### src/include/upis_pkg.sv
// Purpose: constants and types of the protocol interrupt and status block
// Assumes: 8-bit register byte address, 32-bit register data
// Notes: offsets are byte addresses on the plain register port
`default_nettype none
package upis_pkg;
  localparam int ADDR_W = 8;
  localparam int DATA_W = 32;
  localparam logic [7:0] OFF_IRQ_EN = 8'h60;
  localparam logic [7:0] OFF_STATUS = 8'h64;
  localparam logic [7:0] OFF_IRQ_CLR = 8'h68;
  localparam logic [7:0] OFF_CTRL = 8'h6C;
  localparam logic [7:0] OFF_BAUD = 8'h70;
  localparam int EN_LS_BIT = 2;
  localparam int EN_AB_BIT = 1;
  localparam int ST_CTS_PIN = 17;
  localparam int ST_CTS_SYNC = 16;
  localparam int ST_AB_ERR = 11;
  localparam int ST_BUSY = 10;
  localparam int ST_AB_DONE = 9;
  localparam int ST_BREAK = 7;
  localparam int ST_FRM = 6;
  localparam int ST_PAR = 5;
  localparam int CTL_STOP2 = 0;
  localparam int CTL_PAR_EN = 1;
  localparam int CTL_EVEN = 2;
  localparam int CTL_AB_EN = 6;
  localparam int BAUD_DIV_LSB = 16;
  localparam int BAUD_DIV_W = 10;
  localparam int AB_CNT_W = 12;
  localparam logic [31:0] RST_WORD = 32'h0000_0000;
  localparam logic [BAUD_DIV_W-1:0] RST_BAUD_DIV = 10'h1B1;
  localparam logic [2:0] DATA_LAST = 3'h7;
  localparam logic [3:0] BASE_FRAME_BITS = 4'hA;
  localparam logic [2:0] AB_LAST_INTERVAL = 3'h3;

  typedef enum logic [2:0]
  {
    RX_IDLE = 3'b000,
    RX_START = 3'b001,
    RX_DATA = 3'b010,
    RX_PAR = 3'b011,
    RX_STOP = 3'b100,
    RX_STOP2 = 3'b101
  } upis_rx_t;

  typedef enum logic [1:0]
  {
    AB_IDLE = 2'b00,
    AB_ARM = 2'b01,
    AB_MEAS = 2'b10
  } upis_ab_t;

  typedef struct packed
  {
    logic rx_s1;
    logic rx_s2;
    logic rx_prev;
    logic cts_s1;
    logic cts_lvl;
    logic cts_sync;
    logic en_ls;
    logic en_ab;
    logic stop2;
    logic par_en;
    logic even;
    logic ab_en;
    logic [BAUD_DIV_W-1:0] baud_div;
    upis_rx_t rx_state;
    logic [2:0] bit_cnt;
    logic [10:0] tick_cnt;
    logic par_acc;
    logic [15:0] low_cnt;
    upis_ab_t ab_state;
    logic [AB_CNT_W-1:0] ab_cnt;
    logic [2:0] ab_num;
    logic brk;
    logic frm;
    logic par;
    logic ab_done;
    logic ab_err;
    logic [31:0] rdata_ff;
    logic irq_ff;
  } upis_state_t;
endpackage
`default_nettype wire

### src/rtl/upis_top.sv
// Purpose: protocol interrupt enable and status of an async serial unit
// Assumes: rx and cts pins are asynchronous; register port on clk
// Notes: includes a small receiver and auto-baud detector feeding flags
`timescale 1ns/1ps
`default_nettype none
module upis_top
  import upis_pkg::*;
(
  input wire logic clk, // 50 MHz clock
  input wire logic rst, // async reset, active high
  input wire logic ce, // clock enable, freezes all state when low
  input wire logic [ADDR_W-1:0] reg_addr, // register byte address
  input wire logic [DATA_W-1:0] reg_wdata, // register write data
  input wire logic reg_wr, // write strobe
  input wire logic reg_rd, // read strobe
  output logic [DATA_W-1:0] reg_rdata, // read data, cycle after reg_rd
  input wire logic rx_pin, // serial receive line
  input wire logic cts_pin, // clear-to-send pin
  output logic irq // protocol interrupt, level
);

  upis_state_t st;
  upis_state_t nxt;
  logic rx_fall;
  logic tick;
  logic stop_bad;
  logic par_bad;
  logic brk_evt;
  logic ab_fall_evt;
  logic ab_ovf_evt;
  logic sts_wr;
  logic [31:0] clr;
  logic ls_clr;
  logic [15:0] brk_lim;
  logic [3:0] frame_bits;

  function automatic logic hit(input logic [ADDR_W-1:0] a,
                               input logic [ADDR_W-1:0] off);
    hit = (a == off);
  endfunction

  function automatic logic [31:0] rd_word(input logic [ADDR_W-1:0] a,
                                          input upis_state_t s);
    logic [31:0] w;
    w = RST_WORD;
    if (hit(a, OFF_IRQ_EN))
    begin
      w[EN_LS_BIT] = s.en_ls;
      w[EN_AB_BIT] = s.en_ab;
    end
    else if (hit(a, OFF_STATUS))
    begin
      w[ST_CTS_PIN] = s.cts_lvl;
      w[ST_CTS_SYNC] = s.cts_sync;
      w[ST_AB_ERR] = s.ab_err;
      w[ST_BUSY] = (s.rx_state != RX_IDLE);
      w[ST_AB_DONE] = s.ab_done;
      w[ST_BREAK] = s.brk;
      w[ST_FRM] = s.frm;
      w[ST_PAR] = s.par;
    end
    else if (hit(a, OFF_CTRL))
    begin
      w[CTL_STOP2] = s.stop2;
      w[CTL_PAR_EN] = s.par_en;
      w[CTL_EVEN] = s.even;
      w[CTL_AB_EN] = s.ab_en;
    end
    else if (hit(a, OFF_BAUD))
    begin
      w[BAUD_DIV_LSB +: BAUD_DIV_W] = s.baud_div;
    end
    rd_word = w;
  endfunction

  always_comb
  begin
    nxt = st;
    rx_fall = st.rx_prev & ~st.rx_s2;
    tick = (st.tick_cnt == 11'h000);
    stop_bad = 1'b0;
    par_bad = 1'b0;
    ab_fall_evt = 1'b0;
    ab_ovf_evt = 1'b0;
    frame_bits = BASE_FRAME_BITS + {3'h0, st.par_en} + {3'h0, st.stop2};
    brk_lim = 16'(frame_bits) * (16'(st.baud_div) + 16'h0001);
    brk_evt = ~st.rx_s2 & (st.low_cnt == brk_lim);
    sts_wr = reg_wr & (hit(reg_addr, OFF_STATUS) | hit(reg_addr, OFF_IRQ_CLR));
    clr = sts_wr ? reg_wdata : RST_WORD;
    ls_clr = clr[ST_BREAK] | clr[ST_FRM] | clr[ST_PAR];

    // pin synchronisers; first stage feeds only the second
    nxt.rx_s1 = rx_pin;
    nxt.rx_s2 = st.rx_s1;
    nxt.rx_prev = st.rx_s2;
    nxt.cts_s1 = cts_pin;
    nxt.cts_lvl = st.cts_s1;
    nxt.cts_sync = st.cts_lvl;

    // software writes
    if (reg_wr && hit(reg_addr, OFF_IRQ_EN))
    begin
      nxt.en_ls = reg_wdata[EN_LS_BIT];
      nxt.en_ab = reg_wdata[EN_AB_BIT];
    end
    if (reg_wr && hit(reg_addr, OFF_CTRL))
    begin
      nxt.stop2 = reg_wdata[CTL_STOP2];
      nxt.par_en = reg_wdata[CTL_PAR_EN];
      nxt.even = reg_wdata[CTL_EVEN];
      nxt.ab_en = reg_wdata[CTL_AB_EN];
    end
    if (reg_wr && hit(reg_addr, OFF_BAUD))
    begin
      nxt.baud_div = reg_wdata[BAUD_DIV_LSB +: BAUD_DIV_W];
    end

    // receiver: bit period is baud_div + 1 cycles, mid-bit sampling
    nxt.tick_cnt = tick ? {1'b0, st.baud_div} : st.tick_cnt - 11'h001;
    case (st.rx_state)
      RX_IDLE:
      begin
        if (rx_fall && st.ab_state == AB_IDLE)
        begin
          nxt.rx_state = RX_START;
          nxt.tick_cnt = {2'b00, st.baud_div[BAUD_DIV_W-1:1]};
        end
      end
      RX_START:
      begin
        if (tick)
        begin
          nxt.rx_state = st.rx_s2 ? RX_IDLE : RX_DATA;
          nxt.bit_cnt = 3'h0;
          nxt.par_acc = 1'b0;
        end
      end
      RX_DATA:
      begin
        if (tick)
        begin
          nxt.par_acc = st.par_acc ^ st.rx_s2;
          nxt.bit_cnt = st.bit_cnt + 3'h1;
          if (st.bit_cnt == DATA_LAST)
          begin
            nxt.rx_state = st.par_en ? RX_PAR : RX_STOP;
          end
        end
      end
      RX_PAR:
      begin
        if (tick)
        begin
          par_bad = st.even ? (st.par_acc ^ st.rx_s2)
                            : ~(st.par_acc ^ st.rx_s2);
          nxt.rx_state = RX_STOP;
        end
      end
      RX_STOP:
      begin
        if (tick)
        begin
          stop_bad = ~st.rx_s2;
          nxt.rx_state = st.stop2 ? RX_STOP2 : RX_IDLE;
        end
      end
      RX_STOP2:
      begin
        if (tick)
        begin
          nxt.rx_state = RX_IDLE;
        end
      end
      default:
      begin
        nxt.rx_state = RX_IDLE;
      end
    endcase

    // low-time counter for break detection, saturating
    if (st.rx_s2)
    begin
      nxt.low_cnt = 16'h0000;
    end
    else if (st.low_cnt != 16'hFFFF)
    begin
      nxt.low_cnt = st.low_cnt + 16'h0001;
    end

    // auto-baud: time between falling edges of a 0x55 pattern
    case (st.ab_state)
      AB_IDLE:
      begin
        if (st.ab_en)
        begin
          nxt.ab_state = AB_ARM;
        end
      end
      AB_ARM:
      begin
        nxt.ab_cnt = '0;
        nxt.ab_num = 3'h0;
        if (!st.ab_en)
        begin
          nxt.ab_state = AB_IDLE;
        end
        else if (rx_fall)
        begin
          nxt.ab_state = AB_MEAS;
        end
      end
      AB_MEAS:
      begin
        nxt.ab_cnt = st.ab_cnt + AB_CNT_W'(1);
        if (!st.ab_en)
        begin
          nxt.ab_state = AB_IDLE;
        end
        else if (st.ab_cnt == '1)
        begin
          ab_ovf_evt = 1'b1;
          nxt.ab_en = 1'b0;
          nxt.ab_state = AB_IDLE;
        end
        else if (rx_fall)
        begin
          ab_fall_evt = 1'b1;
          nxt.ab_cnt = '0;
          nxt.ab_num = st.ab_num + 3'h1;
          if (st.ab_num == AB_LAST_INTERVAL)
          begin
            nxt.baud_div = st.ab_cnt[BAUD_DIV_W:1];
            nxt.ab_en = 1'b0;
            nxt.ab_state = AB_IDLE;
          end
        end
      end
      default:
      begin
        nxt.ab_state = AB_IDLE;
      end
    endcase

    // sticky flags: a set in the clearing cycle wins
    nxt.brk = (st.brk & ~ls_clr) | brk_evt;
    nxt.frm = (st.frm & ~ls_clr) | stop_bad;
    nxt.par = (st.par & ~ls_clr) | par_bad;
    nxt.ab_done = (st.ab_done & ~clr[ST_AB_DONE])
                  | ab_fall_evt | ab_ovf_evt;
    nxt.ab_err = (st.ab_err & ~(clr[ST_AB_DONE] | clr[ST_AB_ERR]))
                 | ab_ovf_evt;

    nxt.rdata_ff = reg_rd ? rd_word(reg_addr, st) : RST_WORD;
    nxt.irq_ff = ((nxt.brk | nxt.frm | nxt.par) & nxt.en_ls)
                 | (nxt.ab_done & nxt.en_ab);
  end

  always_ff @(posedge clk or posedge rst)
  begin
    if (rst)
    begin
      st <= '0;
      st.rx_s1 <= 1'b1;
      st.rx_s2 <= 1'b1;
      st.rx_prev <= 1'b1;
      st.baud_div <= RST_BAUD_DIV;
      st.rx_state <= RX_IDLE;
      st.ab_state <= AB_IDLE;
    end
    else if (ce)
    begin
      st <= nxt;
    end
  end

  assign reg_rdata = st.rdata_ff;
  assign irq = st.irq_ff;
endmodule
`default_nettype wire

### config.mk
export PLATFORM = sky130hd
export DESIGN_NAME = upis_top
export DESIGN_NICKNAME = d
export VERILOG_FILES = /design/src/include/upis_pkg.sv /design/src/rtl/upis_top.sv
export SDC_FILE = /design/constraint.sdc
export NUM_CORES = 1
export LEC_CHECK = 0
export ABC_AREA = 1
export BUFFER_PORTS_ARGS = -buffer_cell sky130_fd_sc_hd__buf_4
export CORE_MARGIN = 2
export CORE_UTILIZATION = 40
export CTS_BUF_LIST = sky130_fd_sc_hd__clkbuf_4 sky130_fd_sc_hd__clkbuf_8
export DETAILED_ROUTE_END_ITERATION = 7
export GPL_ROUTABILITY_DRIVEN = 0
export GPL_TIMING_DRIVEN = 0
export PLACE_DENSITY_LB_ADDON = 0.08
export SLEW_MARGIN = 20
export SYNTH_ARGS = -nofsm -noshare
export SYNTH_HDL_FRONTEND = slang
export SYNTH_SLANG_ARGS = --single-unit
### constraint.sdc
create_clock -name clk -period 4 [get_ports clk]
set_input_delay 0.8 -clock clk [delete_from_list [all_inputs] [get_ports clk]]
set_output_delay 0.8 -clock clk [all_outputs]
set_load 0.02 [all_outputs]
==> flow_metrics.env <==
export IMPL_num_vias=6655
export IMPL_worst_pin_slew_ns=0.700
export IMPL_violations="negative setup slack"
export IMPL_finalSetupViolations=2
export IMPL_min_period_ns=4.15
export IMPL_insertion_delay_ns=0.39
export IMPL_drtAntennaViolNets=0
export IMPL_num_antenna_cells=0
export IMPL_die_h_um=140
export IMPL_nets=1203
export IMPL_rows=49
export IMPL_coreArea_mm2=0.0180
export IMPL_holdBufCountCts=0
export IMPL_postSynthAreaPerCell_um2=7.22
export IMPL_timing_final_hold_violations=0
export IMPL_crit_path_max_fanout=4
export IMPL_netlist_cell_type_count=54
export IMPL_cts_tree="yes"
export IMPL_layout_cells_non_filler=1341
export IMPL_total_leakage_power_nw=4.37
export IMPL_dp_final_hpwl_mm=15.0
export IMPL_track_usage_pct=20.8
export IMPL_dp_cells=1316
export IMPL_pin_count=80
export IMPL_dr_pass1_iters=5
export IMPL_grt_pass1_wl_mm=32.9
export IMPL_status="finished with violations"
export IMPL_synth_area_mm2=0.00738
export IMPL_start_util_pct=40.9
export IMPL_cp_start_kind="flop"
export IMPL_die_w_um=140
export IMPL_die_area_mm2=0.0196
export IMPL_arrival_ns=4.44
export IMPL_clk_pin_slew_ns=0.11
export IMPL_area_delta_synth_final_pct=17.2
export IMPL_drive_above_1_share_pct=19.9
export IMPL_routedWlPerCell_um=14.6
export IMPL_clockBufferDepth=2
export IMPL_clock_sinks=98
export IMPL_setup_slack_ns=-0.150
export IMPL_ir_drop_v=0.000192
export IMPL_relSlewSlack_pct=53.4
export IMPL_power_mw=3.33
export IMPL_worstHoldPathType="input pin to asynchronous set/reset pin"
export IMPL_setup_tns_ns=-0.267
export IMPL_finalCritPeriodShare_pct=104
export IMPL_antenna_found_initial=0
export IMPL_vias_per_cell=4.96
export IMPL_dpl_cell_area_mm2=0.00813
export IMPL_hold_slack_ns=0.376
export IMPL_htree_levels=3
export IMPL_cp_required_ns=4.29
export IMPL_cp_end_kind="flop"
export IMPL_wirelength_mm=19.6
export IMPL_drtIter0Drc=263
export IMPL_synthCells=1022
export IMPL_port_buffers=51
export IMPL_drc=0
export IMPL_yosysWarningCount=0
export IMPL_first_global_vias=6575
export IMPL_cap_viol_max_count=0
export IMPL_slew_viol_final=0
export IMPL_root_buffer="clkbuf_8"
export IMPL_powerDensity_mw_per_mm2=385
export IMPL_critical_path_class="flop to flop"
export IMPL_cts_buffers=9
export IMPL_worstRegToRegCells=25
export IMPL_rsz0062_at_grt="yes"
export IMPL_fmax_mhz=241
export IMPL_clock_skew_final_ns=0.0121
export IMPL_grt_max_degree=69
export IMPL_synth_seq_cells=98
export IMPL_stdcell_area_mm2=0.00865
export IMPL_ys_seq_area_share_pct=33.4
export IMPL_gr_total_overflow=0
synthesized netlist by cell type, drive strengths merged:
library cell / instances / share of area (%)
a21boi: 1 / 0.10
a21oi: 26 / 1.8
a22o: 1 / 0.12
a22oi: 6 / 0.61
a31oi: 3 / 0.25
a32o: 1 / 0.14
and2: 1 / 0.085
buf: 42 / 4.1
clkbuf: 12 / 0.61
clkinv: 1 / 0.051
conb: 1 / 0.051
dfrtp: 90 / 31
dfstp: 8 / 2.8
fa: 17 / 4.6
ha: 32 / 5.4
inv: 167 / 8.5
mux2: 1 / 0.15
nand2: 271 / 14
nand3: 47 / 3.2
nand3b: 3 / 0.31
nand4: 16 / 1.4
nor2: 101 / 5.4
nor3: 19 / 1.8
nor3b: 2 / 0.27
nor4: 2 / 0.25
o2111ai: 1 / 0.12
o211a: 1 / 0.14
o211ai: 6 / 0.61
o21a: 1 / 0.10
o21ai: 95 / 6.4
o21bai: 1 / 0.10
o221ai: 4 / 0.47
o22ai: 12 / 1.9
o311ai: 2 / 0.24
o31ai: 3 / 0.31
o32ai: 1 / 0.12
or2: 3 / 0.25
or4: 1 / 0.10
xnor2: 6 / 0.71
xor2: 14 / 1.7
final cells by class:
class	count	area, um2
Clock buffer	10	138
Multi-Input combinational cell	715	4210
Inverter	168	639
Sequential cell	98	2460
Tap cell	229	287
Buffer	54	350
Clock inverter	6	72.6
Fill cell	1860	9380
Timing Repair Buffer	61	482
through the flow:
| stage | utilization, % | worst slack (ns) |
|---|---|---|
| global route | 48.0 | -0.410 |
| detailed placement | 45.1 | -0.685 |
| CTS | 47.1 | -0.194 |
| global placement | 44.9 | -0.791 |
| finish | 48.0 | -0.150 |
| floorplan | - | 0.151 |
layout by cell type (no fill, tap or decap), types with 12 or more instances in the layout:
cell type  count
o21ai_0       91
fa_1          17
inv_1        153
dfrtp_1       89
inv_2         12
nor2_1        83
nand3_1       42
nand2_2       16
conb_1        14
nand2_1      252
xor2_1        14
nor2_2        15
buf_4         91
a21oi_1       22
clkbuf_1      12
ha_1          23
nand4_1       15
worst max-delay path, cell delays in order, from the launching register on:
cell and delay, ns:
dfstp_2 0.62, clkinvlp_4 0.14, nor3_2 0.10, inv_1 0.07, nor2_2 0.12, nand4_1 0.13
nor2_1 0.15, xor2_1 0.20, nor2_1 0.09, fa_1 0.56, inv_2 0.04, fa_1 0.49
inv_2 0.05, ha_4 0.26, nand2_4 0.10, inv_2 0.05, a21oi_4 0.13, nand4_1 0.16
nand2_1 0.10, nand2_1 0.05, nand2_1 0.07, nor2_2 0.04, nand2_2 0.11, nand3_2 0.09
nand2_1 0.07, nand2_1 0.04
per-layer routing:
layer  wire length [um]  vias up  global-route usage [%]
li1                   -     3388                       -
met1               9310     3124                    28.3
met2               9460      124                    35.1
met3                598       19                    2.13
met4                277        0                    6.00
met5                  0        -                       0
sequential cells by signal (all words and copies together), names as in the netlist:
name,count
irq,1
nxt,4
reg_rdata,19
st,74
path summary, 6_finish.rpt:
path	startpoint	endpoint	slack, ns
worst min-delay path	rst	st[86]$_DFFE_PP0P_	0.38
worst max register to register	st[89]$_DFFE_PP1P_	irq$_DFFE_PP0P_	-0.15
worst max-delay path	st[89]$_DFFE_PP1P_	irq$_DFFE_PP0P_	-0.15
max in group asynchronous	rst	st[94]$_DFFE_PP1P_	2.93
min in group clk	nxt[109]$_DFFE_PP1P_	nxt[109]$_DFFE_PP1P_	0.47
worst min register to register	nxt[109]$_DFFE_PP1P_	nxt[109]$_DFFE_PP1P_	0.47
logic make-up (layout without fill, tap and decap cells):
group | count (synthesis) | in the layout | share of synthesized area [%]
AO/OA/AOI/OAI | 165 | 165 | 13.5
XOR/XNOR | 20 | 20 | 2.37
adder cells (fa/ha/maj) | 49 | 49 | 10.0
buffers and inverters | 222 | 299 | 13.3
flip-flops | 98 | 98 | 33.4
multiplexers | 1 | 1 | 0.153
other | 1 | 14 | 0.0508
AND/OR/NAND/NOR | 466 | 466 | 27.2
what timing repair did:
item,4_1_cts,5_1_grt
resized for setup,29,33
setup buffers,4,5
gates cloned,0,0
pin swaps,17,23
setup endpoints to repair,2,2
report_power, final:
group          leakage (nW)  internal, mW  switching, mW
clock network        0.0971         0.313          0.398
registers              1.28          1.12          0.127
logic                  2.99         0.523          0.846
(Power assumes the default switching activity.)
